### config.mk
export PLATFORM = sky130hd
export DESIGN_NAME = apimr_core
export DESIGN_NICKNAME = d
export VERILOG_FILES = /design/src/rtl/apimr_pkg.sv /design/src/rtl/apimr_core.sv
export SDC_FILE = /design/constraint.sdc
export NUM_CORES = 1
export LEC_CHECK = 0
export ABC_AREA = 1
export BUFFER_PORTS_ARGS = -buffer_cell sky130_fd_sc_hd__buf_2
export CAP_MARGIN = 20
export CORE_MARGIN = 4
export CORE_UTILIZATION = 57
export DETAILED_ROUTE_END_ITERATION = 8
export PLACE_DENSITY = 0.83
export SYNTH_ARGS = -nofsm -noshare
export SYNTH_HDL_FRONTEND = slang
export SYNTH_SLANG_ARGS = --single-unit
### constraint.sdc
create_clock -name core_clk -period 3.7 [get_ports core_clk]
set_input_delay 0.185 -clock core_clk [delete_from_list [all_inputs] [get_ports core_clk]]
set_output_delay 0.185 -clock core_clk [all_outputs]
set_load 0.1 [all_outputs]
### src/rtl/apimr_pkg.sv
// Package for the power/idle command and identify-word block.
// Assumes a single 25 MHz core clock; shared constants and the sequencer state type.
package apimr_pkg;
    // Command codes
    localparam logic [7:0] CMD_NOP = 8'h00;
    localparam logic [7:0] CMD_INIT_PARAMS = 8'h91;
    localparam logic [7:0] CMD_IDLE_IMM_A = 8'h95;
    localparam logic [7:0] CMD_IDLE_IMM_B = 8'he1;
    localparam logic [7:0] CMD_IDLE_A = 8'h97;
    localparam logic [7:0] CMD_IDLE_B = 8'he3;
    // Power requirement word field positions
    localparam int PWR_VALID_BIT = 15;
    localparam int PWR_RSV_BIT = 14;
    localparam int PWR_NOL1_BIT = 13;
    localparam int PWR_L1DIS_BIT = 12;
    localparam int PWR_CUR_W = 12;
    // Advanced timing word field positions (low bit of each field)
    localparam int IDE_PIO_SUP_LSB = 0;
    localparam int IDE_DMA_SUP_LSB = 3;
    localparam int IDE_PIO_SEL_LSB = 6;
    localparam int IDE_DMA_SEL_LSB = 9;
    localparam int CARD_IO_LSB = 0;
    localparam int CARD_MEM_LSB = 3;
    localparam int CARD_IOUDMA_LSB = 6;
    localparam int CARD_MEMUDMA_LSB = 9;
    localparam int CARD_UDMASEL_LSB = 12;
    localparam int CARD_UDMA_OK_BIT = 15;
    // Highest legal code in each 3-bit mode field
    localparam logic [2:0] ADV_MAX_CODE = 3'h2;
    localparam logic [2:0] CYC_MAX_CODE = 3'h3;
    localparam logic [2:0] UDMA_MAX_CODE = 3'h6;
    // Timing
    localparam int CLK_HZ = 25000000;
    localparam int TICK_US = 5000;
    localparam int DEFAULT_SLEEP_US = 20000;
    localparam int TICK_CYCLES = TICK_US * (CLK_HZ / 1000000);
    localparam int DEFAULT_SLEEP_TICKS = DEFAULT_SLEEP_US / TICK_US;
    // Reset values
    localparam logic [7:0] RST_SPT = 8'h00;
    localparam logic [3:0] RST_HEADS = 4'h0;
    // Command sequencer states; one bit changes per step except DONE to IDLE
    typedef enum logic [1:0] {
        APIMR_IDLE = 2'b00,
        APIMR_EXEC = 2'b01,
        APIMR_DONE = 2'b11
    } apimr_state_t;
endpackage

### src/rtl/apimr_core.sv
// Power requirement and advanced timing identify words, plus execution
// of Idle, Idle Immediate, Initialize Drive Parameters and NOP, with the
// automatic power-down timer.
// Assumes task-file values are stable and synchronous when cmdValid pulses.
//
// Summary of operation
// - Bit 15 flags valid power description
// - Bit 14 always reads zero
// - Bit 13 set when level-1 commands absent
// - Bit 12 set while level-1 commands disabled
// - Low twelve bits give maximum current mA
// - Bits 2-0 highest advanced PIO supported
// - Bits 5-3 highest advanced DMA supported
// - Bits 8-6 selected advanced PIO mode
// - Bits 11-9 selected advanced DMA mode
// - Timing word top four bits zero
// - Card bits 2-0 fastest I/O cycle
// - Card bits 5-3 fastest memory cycle
// - Card bits 8-6 max I/O UDMA
// - Card bits 11-9 max memory UDMA
// - Card bits 14-12 selected UDMA mode
// - Card bit 15 flags UDMA fields valid
// - Idle: busy, idle, release, interrupt
// - Nonzero count loads 5ms timer, zero disables
// - No idle command: sleep after 20ms
// - Idle immediate keeps timer setting, restarts countdown
// - Init params uses count and head nibble
// - Command zero always aborts
`timescale 1ns/100ps
module apimr_core #(
    parameter int TICK_CYC = apimr_pkg::TICK_CYCLES
) (
    input wire logic core_clk,
    input wire logic sys_rst,
    input wire logic clkEn,
    input wire logic cmdValid,
    input wire logic [7:0] cmdCode,
    input wire logic [7:0] sectorCount,
    input wire logic [7:0] driveHead,
    input wire logic powerDescValid,
    input wire logic noLevel1Cmds,
    input wire logic level1CmdsDisabled,
    input wire logic [11:0] maxCurrentMa,
    input wire logic [2:0] pioSupport,
    input wire logic [2:0] dmaSupport,
    input wire logic [2:0] pioSelect,
    input wire logic [2:0] dmaSelect,
    input wire logic udmaFieldsValid,
    input wire logic [2:0] ioCycleMode,
    input wire logic [2:0] memCycleMode,
    input wire logic [2:0] ioUdmaMax,
    input wire logic [2:0] memUdmaMax,
    input wire logic [2:0] udmaSelect,
    output logic [15:0] powerReqWord,
    output logic [15:0] ideTimingWord,
    output logic [15:0] cardTimingWord,
    output logic busy,
    output logic intrq,
    output logic cmdAbort,
    output logic cmdDone,
    output logic idleMode,
    output logic sleepMode,
    output logic autoPdEnabled,
    output logic [7:0] sectorsPerTrack,
    output logic [3:0] headsMinusOne
);
    // Command timing, counted from the edge that takes cmdValid:
    // edge 0 takes the task file and raises busy; edge 1 runs the
    // command (geometry and timer loads happen here); edge 2 drops
    // busy and pulses intrq and cmdDone for one cycle. cmdAbort then
    // stands until the next accepted command.
    // A strobe that arrives while busy is ignored without any flag; the
    // host is expected to poll busy, as it would the status register.
    // The identify words are pure functions of the capability inputs, so
    // a change of mode selection shows up in them on the same cycle.
    // Every register below freezes while clkEn is low, including the
    // power-down timer, so a gated clock also stretches the timeout.
    apimr_pkg::apimr_state_t state, next_state;
    // Held copies of the task file; the host may change its registers
    // as soon as busy rises, so execution never looks at the live pins.
    logic [7:0] cmdLatch;
    logic [7:0] countLatch;
    logic [7:0] headLatch;
    // Power-down countdown: ticks left, value to restart from, and the
    // cycle counter that divides the core clock down to one tick.
    logic [7:0] pdTicks;
    logic [7:0] pdReload;
    logic [22:0] tickCnt;
    logic timerRun;

    // Reserved codes are reported as zero so the host falls back to
    // the older words instead of reading a meaningless mode.
    // The limit is an input so one function serves all field kinds:
    // advanced modes stop at 2, cycle modes at 3, UDMA modes at 6.
    function automatic logic [2:0] clampCode(input logic [2:0] c,
                                             input logic [2:0] lim);
        clampCode = (c > lim) ? 3'h0 : c;
    endfunction

    // Decode of the held command
    // Decoding the latch rather than cmdCode keeps the command stable for
    // the whole two-cycle execution window.
    wire isIdle = (cmdLatch == apimr_pkg::CMD_IDLE_A) ||
                  (cmdLatch == apimr_pkg::CMD_IDLE_B);
    wire isIdleImm = (cmdLatch == apimr_pkg::CMD_IDLE_IMM_A) ||
                     (cmdLatch == apimr_pkg::CMD_IDLE_IMM_B);
    wire isInit = (cmdLatch == apimr_pkg::CMD_INIT_PARAMS);
    wire isNop = (cmdLatch == apimr_pkg::CMD_NOP);
    // A command is taken only in the idle state; see the timing note above.
    wire accept = cmdValid && (state == apimr_pkg::APIMR_IDLE);
    // Last cycle of one tick
    wire tickEnd = (tickCnt == 23'(TICK_CYC - 1));
    // The timer expires on the last cycle of its final tick; a count of
    // one therefore sleeps after one full tick, never early.
    wire expire = timerRun && tickEnd && (pdTicks == 8'h01);
    wire execIdle = (state == apimr_pkg::APIMR_EXEC) && isIdle;

    // Identify words, built combinationally from the capability inputs.
    // Nothing here is registered: the identify path samples them well
    // after any change settles. Reserved codes are forced to zero.
    always_comb begin
        powerReqWord = 16'h0000;
        powerReqWord[apimr_pkg::PWR_VALID_BIT] = powerDescValid;
        powerReqWord[apimr_pkg::PWR_RSV_BIT] = 1'b0;
        powerReqWord[apimr_pkg::PWR_NOL1_BIT] = noLevel1Cmds;
        powerReqWord[apimr_pkg::PWR_L1DIS_BIT] = level1CmdsDisabled;
        powerReqWord[apimr_pkg::PWR_CUR_W-1:0] = maxCurrentMa;
    end

    // Advanced IDE timing word
    always_comb begin
        ideTimingWord = 16'h0000;
        ideTimingWord[apimr_pkg::IDE_PIO_SUP_LSB +: 3] =
            clampCode(pioSupport, apimr_pkg::ADV_MAX_CODE);
        ideTimingWord[apimr_pkg::IDE_DMA_SUP_LSB +: 3] =
            clampCode(dmaSupport, apimr_pkg::ADV_MAX_CODE);
        ideTimingWord[apimr_pkg::IDE_PIO_SEL_LSB +: 3] =
            clampCode(pioSelect, apimr_pkg::ADV_MAX_CODE);
        ideTimingWord[apimr_pkg::IDE_DMA_SEL_LSB +: 3] =
            clampCode(dmaSelect, apimr_pkg::ADV_MAX_CODE);
    end

    // Advanced card timing word
    always_comb begin
        cardTimingWord = 16'h0000;
        cardTimingWord[apimr_pkg::CARD_IO_LSB +: 3] =
            clampCode(ioCycleMode, apimr_pkg::CYC_MAX_CODE);
        cardTimingWord[apimr_pkg::CARD_MEM_LSB +: 3] =
            clampCode(memCycleMode, apimr_pkg::CYC_MAX_CODE);
        cardTimingWord[apimr_pkg::CARD_IOUDMA_LSB +: 3] =
            clampCode(ioUdmaMax, apimr_pkg::UDMA_MAX_CODE);
        cardTimingWord[apimr_pkg::CARD_MEMUDMA_LSB +: 3] =
            clampCode(memUdmaMax, apimr_pkg::UDMA_MAX_CODE);
        cardTimingWord[apimr_pkg::CARD_UDMASEL_LSB +: 3] =
            clampCode(udmaSelect, apimr_pkg::UDMA_MAX_CODE);
        cardTimingWord[apimr_pkg::CARD_UDMA_OK_BIT] = udmaFieldsValid;
    end

    // Sequencer: accept, execute one cycle, complete
    // EXEC is the only cycle in which a command loads geometry or timer settings,
    // which keeps those loads to a single, well defined edge.
    always_comb begin
        case (state)
            apimr_pkg::APIMR_IDLE:
                next_state = accept ? apimr_pkg::APIMR_EXEC
                                    : apimr_pkg::APIMR_IDLE;
            apimr_pkg::APIMR_EXEC: next_state = apimr_pkg::APIMR_DONE;
            apimr_pkg::APIMR_DONE: next_state = apimr_pkg::APIMR_IDLE;
            default: next_state = apimr_pkg::APIMR_IDLE;
        endcase
    end

    // Busy is held from acceptance until completion
    // It comes straight from the state register, so it is glitch free.
    // busy window
    assign busy = (state != apimr_pkg::APIMR_IDLE);

    // State and task-file capture
    always_ff @(posedge core_clk or posedge sys_rst) begin
        if (sys_rst) begin
            state <= apimr_pkg::APIMR_IDLE;
            cmdLatch <= 8'h00;
            countLatch <= 8'h00;
            headLatch <= 8'h00;
        end else if (clkEn) begin
            state <= next_state;
            if (accept) begin
                cmdLatch <= cmdCode;
                countLatch <= sectorCount;
                headLatch <= driveHead;
            end
        end
    end

    // Completion: interrupt and done pulse at busy release
    // Unknown codes end the same way as NOP, so the host always sees an
    // interrupt and never waits on a command this block cannot run.
    always_ff @(posedge core_clk or posedge sys_rst) begin
        if (sys_rst) begin
            intrq <= 1'b0;
            cmdDone <= 1'b0;
            cmdAbort <= 1'b0;
        end else if (clkEn) begin
            cmdDone <= (state == apimr_pkg::APIMR_DONE);
            intrq <= (state == apimr_pkg::APIMR_DONE);
            // zero code aborts; unknown codes abort too
            if (state == apimr_pkg::APIMR_DONE)
                cmdAbort <= isNop || !(isIdle || isIdleImm || isInit);
            else if (accept)
                cmdAbort <= 1'b0;
        end
    end

    // Drive geometry from Initialize Drive Parameters
    // The drive bit and the top nibble of the head register are ignored;
    // they select the device, not its geometry.
    always_ff @(posedge core_clk or posedge sys_rst) begin
        if (sys_rst) begin
            sectorsPerTrack <= apimr_pkg::RST_SPT;
            headsMinusOne <= apimr_pkg::RST_HEADS;
        end else if (clkEn && state == apimr_pkg::APIMR_EXEC && isInit) begin
            sectorsPerTrack <= countLatch;
            headsMinusOne <= headLatch[3:0];
        end
    end

    // Power mode: idle on idle commands, sleep when the timer runs out.
    // Any accepted command wakes the card back to idle.
    // A strobe that wakes the card is taken at once; no separate wake-up
    // delay is modelled here.
    // Acceptance outranks expiry, so a command arriving on the expiry
    // cycle leaves the card awake.
    always_ff @(posedge core_clk or posedge sys_rst) begin
        if (sys_rst) begin
            idleMode <= 1'b1;
            sleepMode <= 1'b0;
        end else if (clkEn) begin
            if (accept) begin
                idleMode <= 1'b1;
                sleepMode <= 1'b0;
            end else if (expire) begin
                idleMode <= 1'b0;
                sleepMode <= 1'b1;
            end
        end
    end

    // Power-down timer in 5 ms ticks. After reset it runs the default
    // 20 ms countdown until the host issues a timed idle.
    // Priority: an idle command's own load wins over the restart that its
    // acceptance caused one cycle earlier, and both win over counting.
    // Limitation: the tick counter is cleared on every load, so each
    // countdown is whole ticks measured from that load.
    // A zero count stops the timer outright; only a later nonzero idle
    // command can bring automatic power-down back.
    always_ff @(posedge core_clk or posedge sys_rst) begin
        if (sys_rst) begin
            timerRun <= 1'b1;
            autoPdEnabled <= 1'b1;
            pdReload <= 8'(apimr_pkg::DEFAULT_SLEEP_TICKS);
            pdTicks <= 8'(apimr_pkg::DEFAULT_SLEEP_TICKS);
            tickCnt <= 23'h000000;
        end else if (clkEn) begin
            if (execIdle) begin
                autoPdEnabled <= (countLatch != 8'h00);
                timerRun <= (countLatch != 8'h00);
                pdReload <= countLatch;
                pdTicks <= countLatch;
                tickCnt <= 23'h000000;
            end else if (accept && autoPdEnabled) begin
                timerRun <= 1'b1;
                pdTicks <= pdReload;
                tickCnt <= 23'h000000;
            end else if (timerRun) begin
                tickCnt <= tickEnd ? 23'h000000 : tickCnt + 23'h000001;
                if (tickEnd) begin
                    pdTicks <= pdTicks - 8'h01;
                    if (pdTicks == 8'h01)
                        timerRun <= 1'b0;
                end
            end
        end
    end
endmodule

# After elaboration in Yosys (flattened, before gate mapping)
# Index checks and enable logic that the tools add are counted.
[totals]
ff_bits = 79
latch_bits = 0
ramBits = 0
romBits = 0
input_bits = 71
output_inout_bits = 67
n_memories = 0
[op_classes]
add_sub_neg = 2
n_mul = 0
n_div = 0
n_lt_le_gt_ge = 9
n_eq_ne = 9
shift = 0
mux = 30
n_bitwise = 0
reduce_logical = 27
[op_table]
columns = ["operator", "n"]
rows = [
  ["23-bit two-way mux", 4],
  ["8-bit equality test, second input constant", 5],
  ["8-bit two-way mux", 4],
  ["3-bit two-way mux", 9],
  ["23-bit by 1-bit adder with 23-bit output, second input constant", 1],
  ["23-bit by 17-bit equality test with 1-bit output, second input constant", 1],
  ["3-bit by 2-bit greater-than comparator with 1-bit output, second input constant", 6],
  ["1-bit two-way mux", 12],
  ["2-bit AND reduction", 5],
  ["3-bit greater-than comparator, second input constant", 3],
  ["8-bit by 1-bit equality test with 1-bit output, second input constant", 1],
  ["8-bit zero test", 1],
  ["8-bit nonzero test", 1],
  ["8-bit by 1-bit subtractor with 8-bit output, second input constant", 1],
  ["1-bit logical AND", 7],
  ["2-bit nonzero test", 3],
  ["3-bit nonzero test", 2],
  ["1-bit logical OR", 5],
  ["2-bit case mux with 2 select lines", 1],
  ["3-bit AND reduction", 1],
  ["2-bit by 1-bit equality test with 1-bit output, second input constant", 1],
  ["2-bit equality test, second input constant", 1],
  ["2-bit zero test", 1],
  ["1-bit zero test", 1],
]

# Longest topological paths before layout
# Gate-level depths: netlist of run 1.
[depth]
depth_word = 7
ltp_mapped = 12

# Worst setup path before layout of run 1
# OpenSTA, ideal clock, no wires.
[synth_path]
path_kind = "input -> output"
start = "input memUdmaMax[1]"
end = "output cardTimingWord[10]"
arrival_ps = 2374
required_time_ps = 3515
slack_ps = 1141
stages = 1
path_buffers = 0
cell_sequence = "a21boi_0"
[synth_between]
elab_chain_cells = 2
[synth_rtl]
columns = ["item", "line", "source"]
rows = [
  ["start, declared", "apimr_core.sv:52", "input wire logic [2:0] memUdmaMax,"],
  ["3-bit greater-than comparator", "apimr_core.sv:97", "clampCode = (c > lim) ? 3'h0 : c;"],
  ["3-bit two-way mux (*)", "apimr_core.sv:97", ""],
  ["end, declared", "apimr_core.sv:56", "output logic [15:0] cardTimingWord,"],
]
# Every way passes the cells marked *; elsewhere a longest branch is shown, timed or not.

# Worst setup path after layout of run 1
[layout_path]
start = "register state[1]"
end = "register pdTicks[3]"
[layout_between]
elab_chain_cells = 5
elab_cells_between_ends = 10
[layout_rtl]
columns = ["item", "line", "source"]
rows = [
  ["start, declared", "apimr_core.sv:78", "apimr_pkg::apimr_state_t state, next_state;"],
  ["start signal, assigned", "apimr_core.sv:181", "state <= apimr_pkg::APIMR_IDLE;"],
  ["start signal, assigned", "apimr_core.sv:186", "state <= next_state;"],
  ["2-bit zero test", "apimr_core.sv:110", "wire accept = cmdValid && (state == apimr_pkg::APIMR_IDLE);"],
  ["1-bit logical AND", "apimr_core.sv:110", ""],
  ["1-bit logical AND", "apimr_core.sv:270", "end else if (accept && autoPdEnabled) begin"],
  ["3-bit nonzero test (no source line) / 8-bit two-way mux (equally long branches)", "n/a", ""],
  ["3-bit AND reduction (no source line) / 8-bit two-way mux (equally long branches)", "n/a", ""],
  ["end signal, assigned", "apimr_core.sv:268", "pdTicks <= countLatch;"],
  ["end signal, assigned", "apimr_core.sv:272", "pdTicks <= pdReload;"],
  ["end signal, assigned", "apimr_core.sv:277", "pdTicks <= pdTicks - 8'h01;"],
  ["end, declared", "apimr_core.sv:86", "logic [7:0] pdTicks;"],
]
# Several ways; a longest one is shown, not always the timed one.
# A chain may end at the register's enable or synchronous reset.

==> impl_results.md, run 1 <==
- Setup bufs post-CTS: 0
- Final min period: 2230 ps
- RSZ-0062 raised after global routing: no
- R2r startpoint: state[1]$_DFFE_PP0P_
- Initial antenna violation count: 0
- Buffer depth of the longest clock path: 2
- TritonCTS buffer count: 9
- Max Freq: 449 MHz
- Mean area per synthesized cell: 6.88 um^2
- Top delay family on crit path: simple AND/OR/NAND/NOR gates
- Pin count of the biggest net entering global routing: just under 50
- Yosys cell types: 32
- Placed instance count: between 800 and 900
- Yosys reg bits: slightly below 80
- Synth Cell Area: 0.00492 mm^2
- Clk Latency, worst-skew pair: about 360 ps
- EDFF count, synth: 0
- I/O Buffers: 90
- ANT cells: 0
- First-pass detailed-route iteration total: 5
- Hold Crit Class: input port to register
- Root Driver: clkbuf_8
- Clk sink count: around 80
- WP buf/inv: 1
- Final setup fails: 0
- Rows: 33
- Tot Pwr: about 2.9 mW
- Drt wl/cell: ~13 um
- Max-Cap Viols: 0
- Worst Path Required: just under 4000 ps
- Drt total wl: 11,700 um
- Setup TNS: 0 ps
- Finished Layout Cells: 891
- Area of the multi-input gates: about 0.0023 mm^2
- Lkg Pwr: ~2.9 nW
- Sequential cell area: around 0.0020 mm^2
- Yosys Warn Count: 0
- PwrDens: ~530 mW/mm^2
- Crit path cell chain: nor2_2, nand3_2, clkinv_1, nand2_1, nand2_1, nand2_1, nand2_1, nand2_1, nand2_1
- Outcome: complete, no violations
- Area growth syn-to-layout: 10.8%
- Max Slew Vio Count: 0
- I/O Pins: roughly 140
- Worst slew pin tran: between 900 and 1000 ps
- DP Wirelength: between 8000 and 9000 um
- CP Launch Type: register
- Most used cell along the critical path: nand2_1
- Crit path kind: register to register
- Post-synth top flop: dfrtp_1
- Number of fill cells: 726
- Die Wd: a little over 100 um
- Top post-synthesis cells by count: nand2_1, nor2_1, inv_1
- Worst Setup SP: state[1]$_DFFE_PP0P_
- Fin crit share: 60.2%
- Relative slew slack: approximately two fifths
- Share of cells above drive strength 1: between 10% and 20%
- WP data arrival: ~2500 ps
- Post-route ant nets: 0
- First-pass GRT wire length: 19,600 um
- Drt drc: 0
- Ys async rst share: 100%
- Yosys top cell by area: dfrtp_1
- Critical Path Slowest Stage Cell: clkinv_1
- Fin Hold WS: around 22 ps
- Utilization after layout: approximately 66%
- Die Ht: a little over 100 um
- Vias per cell: between 5 and 6
- Final Hold Fails: 0
- DRT iter0 DRCs: ~360
- Vias in the first global route: 4,454
- CP Max Fanout: 24
- VDD IR max: about 0.00052 V
- Register area share after synthesis: 40.3%
- Total global-route track usage: 23.7%
- CTS tree: built
- Hold Startpoint: driveHead[2]
- Initial Util: between 50% and 60%
- Clock-pin slew on the worst setup and hold paths: 90 ps
- Top-count cell post-synth: nand2_1
- Crit-path max cell delay: roughly 630 ps
- Top cells by area, synth: dfrtp_1, nand2_1, nor2_1, inv_1, o21ai_0
- Grt ovf: 0
- Post-Syn Instances: between 700 and 800
- Setup Skew: roughly 13 ps
- Critical Path End Type: register
- Nets: around 860
- H-Tree Depth: 3
- Die area: a little over 0.01 mm^2
- Top-area cell type share of the netlist area: between 30 and 40%
- GP Congestion: 0.953
- Core area: 0.00830 mm^2
- DR vias: between 4,000 and 5,000
## kinds of logic after synthesis
kind of cell | Yosys count | share of synthesized area, %
xor gates and xnor gates | 2 | 0.356
and+or+nand+nor | 415 | 36.6
other | 1 | 0.0762
AOI/OAI and AO/OA | 82 | 8.85
buffers and inverters | 133 | 13.1
DFF | 79 | 40.3
adders and majority gates | 3 | 0.763
## tightest hold or removal path: stages
cell	delay, ps
buf_2	70
nand2_1	40
o21ai_0	50
## flip-flops by register name, indices dropped and copies added, names as in the netlist
name             cells
headsMinusOne        4
headLatch            4
state                2
autoPdEnabled        1
pdTicks              8
sleepMode            1
idleMode             1
countLatch           8
tickCnt             23
cmdLatch             8
timerRun             1
cmdAbort             1
cmdDone              1
pdReload             8
sectorsPerTrack      8
## routing by layer
layer	up-vias	global-route usage [%]	part of all wire [%]
met2	183	38.7	46
met1	2103	30.6	44
met3	20	5.88	8.6
met5	-	0	0
met4	0	8.79	1.2
li1	2338	-	-
## path summary, 6_finish.rpt
kind / end / slack (ps) / cells after the start
max in group asynchronous: pdTicks[2]$_DFFE_PP1P_ / 2290 / 4
worst min-delay path: headLatch[2]$_DFFE_PP0P_ / 20 / 3
min in group asynchronous: sectorsPerTrack[2]$_DFFE_PP0P_ / 490 / 3
worst max-delay path: pdTicks[3]$_DFFE_PP0P_ / 1470 / 9
worst min register to register: idleMode$_DFFE_PP1P_ / 480 / 2
worst max register to register: pdTicks[3]$_DFFE_PP0P_ / 1470 / 9
## final cells by class
class                           count  area share, %
Inverter                           85           5.87
Tap cell                          105           2.41
Clock inverter                      7           1.58
Clock buffer                        9           2.27
Multi-Input combinational cell    513           42.8
Sequential cell                    79           36.4
Timing Repair Buffer               93           8.72
## per-stage QoR
step / worst slack [ps] / area, um^2
after global placement: 1580 / 5230
after detailed placement: 1510 / 5230
final: 1470 / 5450
after floorplan: 1140 / 4960
after CTS: 1500 / 5450
after global routing: 1280 / 5450
## layout by cell type, fill, tap and decap left out, types with 2 or more instances in the layout
cell type and instances:
nand4_1 17, a21oi_1 4, ha_1 3, a21boi_0 9, or2_2 3, dfrtp_1 74, o21ai_1 9, clkbuf_8 9
nand3b_1 3, nor2_8 2, inv_1 78, buf_4 2, nand3_1 51, nand3_2 5, dfstp_2 5, nand2_1 233
o21ai_0 59, nand2_2 2, conb_1 11, nor2_2 9, inv_8 2, buf_2 90, nor3_1 5, nor2_1 81
inv_6 2, inv_2 5, xor2_1 2
## what timing repair did
item / 4_1_cts / 5_1_grt
hold buffers: 1 / 0
gates resized for setup: 0 / 0
hold endpoints to repair: 43 / 0
## power by group
group          leakage (nW)  switching (mW)  internal (mW)
Combinational          1.79           0.786          0.215
Sequential             1.01           0.153           1.06
Clock                 0.104           0.365          0.327
(Power assumes the default switching activity.)
==> run 2: changes to the inputs <==
--- a/config.mk
+++ b/config.mk
@@ -9,9 +9,9 @@
 export BUFFER_PORTS_ARGS = -buffer_cell sky130_fd_sc_hd__buf_2
 export CAP_MARGIN = 20
 export CORE_MARGIN = 4
-export CORE_UTILIZATION = 57
+export CORE_UTILIZATION = 53
 export DETAILED_ROUTE_END_ITERATION = 8
-export PLACE_DENSITY = 0.83
+export PLACE_DENSITY = 0.78
 export SYNTH_ARGS = -nofsm -noshare
 export SYNTH_HDL_FRONTEND = slang
 export SYNTH_SLANG_ARGS = --single-unit
==> constraint.sdc (replaced) <==
create_clock -name core_clk -period 2.25 [get_ports core_clk]
set_input_delay 0.1125 -clock core_clk [delete_from_list [all_inputs] [get_ports core_clk]]
set_output_delay 0.1125 -clock core_clk [all_outputs]
set_load 0.1 [all_outputs]
==> run 2 against run 1 <==
Effect of this change: first-iteration DRC count decreased by 6.6%; die area rose by 6.9%; clock skew decreased by 1.9 ps.
==> impl_results.md, run 2 (synthesis gave the netlist of run 1 again) <==
- TritonCTS buffer count: 9
- Drt wl/cell: approximately 13 um
- Number of fill cells: ~760
- Buffer depth of the longest clock path: 2
- I/O Buffers: 90
- Clk sink count: a little under 80
- Hold endpoint: state[1]$_DFFE_PP0P_
- Area growth syn-to-layout: 16.5%
- Most used cell along the critical path: nand2_1
- Post-route ant nets: 0
- Hold Startpoint: clkEn
- WP data arrival: ~2200 ps
- Vias per cell: roughly 5
- CTS tree: built
- Crit-path max cell delay: roughly 430 ps
- Internal reg-to-reg setup slack: 400 ps
- Critical Path Slowest Stage Cell: dfrtp_1
- Commonest non-fill, non-tap cell in the layout: nand2_1
- Drt drc: 0
- Rows: 34
- Relative slew slack: a little under three fifths
- Reg2Reg Depth: 8
- Setup TNS: 0 ps
- Share of cells above drive strength 1: a little under a fifth
- Die Ht: ~100 um
- Die area: about 0.011 mm^2
- P_sw: between 2 and 2.5 mW
- Crit path cell chain: ha_1, nand3_1, nor2_1, nand3_1, o21ai_0, nand2_1, nand2_1, nand2_1
- Initial antenna violation count: 0
- Max Freq: 540 MHz
- I/O Pins: about 140
- Die Wd: about 100 um
- Core area: around 0.009 mm^2
- H-Tree Depth: 3
- Worst slew pin tran: 671 ps
- Worst r2r dst: timerRun$_DFFE_PP1P_
- Pin count of the biggest net entering global routing: 44
- Tot Pwr: 4.82 mW
- Grt ovf: 0
- Vias in the first global route: 4,374
- WP buf/inv: 0
- Post-CTS sizing: 0
- Root Driver: clkbuf_8
- Final Hold Fails: 0
- Nets: 880
- Critical Path End Type: register
- WP depth: 8
- Clk Latency, worst-skew pair: ~360 ps
- CP Max Fanout: 8
- Clock Power Share: a little under a quarter
- Drt total wl: about 12,000 um
- Finished Layout Cells: 919
- Fin crit share: between 80% and 90%
- Outcome: complete, no violations
- Sequential power share: 41.1%
- DR vias: between 4,000 and 5,000
- Worst Path Required: 2550 ps
- Final setup fails: 0
- First-pass GRT wire length: 20,400 um
- Final min period: 1850 ps
- Clock-pin slew on the worst setup and hold paths: 100 ps
- Max Slew Vio Count: 0
- ANT cells: 0
- Crit path kind: register to register
- P_int: roughly 2.7 mW
- Lkg Pwr: roughly 3.0 nW
- R2r startpoint: tickCnt[0]$_DFFE_PP0P_
- Total global-route track usage: between 20% and 30%
- Hold Crit Class: input port to register
- DRT iter0 DRCs: 340
- GP Congestion: slightly above 0.9
- Placed inst area: ~0.0053 mm^2
- VDD IR max: ~0.0012 V
- CP Launch Type: register
- Sw Ratio: between 40 and 50%
- Max FFs per register: 23
- PwrDens: 841 mW/mm^2
- Top delay family on crit path: simple AND/OR/NAND/NOR gates
- DP Wirelength: 8490 um
- Hold depth: 2
- Most frequent cells in the layout: nand2_1, buf_2, nor2_1
- First-pass detailed-route iteration total: 7
- Initial Util: 55.3%
- Combinational power share: between 30% and 40%
- Design area: 0.00573 mm^2
- Max-Cap Viols: 0
- Placed instance count: 882
- Setup Skew: around 11 ps
- RSZ-0062 raised after global routing: no
- Top reg by flops: tickCnt
-- run 2: changes by cell type in the layout (fill, tap and decap cells not counted), sizes merged --
cell | previous run | this run
inv | 87 | 85
dlygate4sd3 | 1 | 21
buf | 92 | 97
clkinvlp | 1 | 0
clkinv | 3 | 6
-- run 2: worst max-delay path by stage --
stage                            from                      to  slack, ps
2_1_floorplan                 sys_rst    cmdAbort$_DFFE_PP0P_        120
6_report       tickCnt[0]$_DFFE_PP0P_    timerRun$_DFFE_PP1P_        400
3_3_place_gp   tickCnt[0]$_DFFE_PP0P_  tickCnt[3]$_DFFE_PP0P_        450
4_1_cts        tickCnt[0]$_DFFE_PP0P_    timerRun$_DFFE_PP1P_        430
5_1_grt        tickCnt[0]$_DFFE_PP0P_    timerRun$_DFFE_PP1P_        190
3_5_place_dp   tickCnt[0]$_DFFE_PP0P_  tickCnt[3]$_DFFE_PP0P_        430
-- run 2: cell type report --
type	instances	area [um^2]	share of cell area (%)
tap	108	135	2.36
sequential	79	1980	34.6
inverter	85	320	5.59
clock buffer	9	124	2.16
timing repair buffer	118	726	12.7
multi-input combinational	513	2350	41.0
clock inverter	7	92.6	1.61
-- run 2: timing repair --
item,CTS,global route
hold buffers,21,0
hold endpoints to repair,54,0
buffers inserted,0,0
-- run 2: per-layer routing --
| layer | vias up | global-route usage, % | routed length (um) |
|---|---|---|---|
| li1 | 2389 | - | - |
| met4 | 0 | 7.03 | 234 |
| met1 | 2126 | 30.3 | 5320 |
| met3 | 29 | 4.72 | 895 |
| met5 | - | 0 | 0 |
| met2 | 193 | 36.1 | 5510 |
-- run 2: power groups by stage --
| stage | clock [mW] | sequential, mW | combinational [mW] |
|---|---|---|---|
| CTS | 1.17 | 1.98 | 1.68 |
| floorplan | 0 | 2.24 | 1.22 |
| global route | 1.24 | 2.03 | 1.85 |
| finish | 1.15 | 1.98 | 1.69 |
| global placement | 0 | 1.99 | 1.61 |
| detailed placement | 0 | 2.00 | 1.65 |
-- run 2: metrics by stage --
| stage | setup WS (ps) | hold slack (ps) | util [%] |
|---|---|---|---|
| 2_1_floorplan | 122 | 229 | - |
| 3_3_place_gp | 452 | 214 | 59.7 |
| 3_5_place_dp | 432 | 226 | 59.7 |
| 4_1_cts | 427 | 66.6 | 64.5 |
| 5_1_grt | 194 | 91.9 | 64.5 |
| 6_report | 397 | 95.3 | 64.5 |
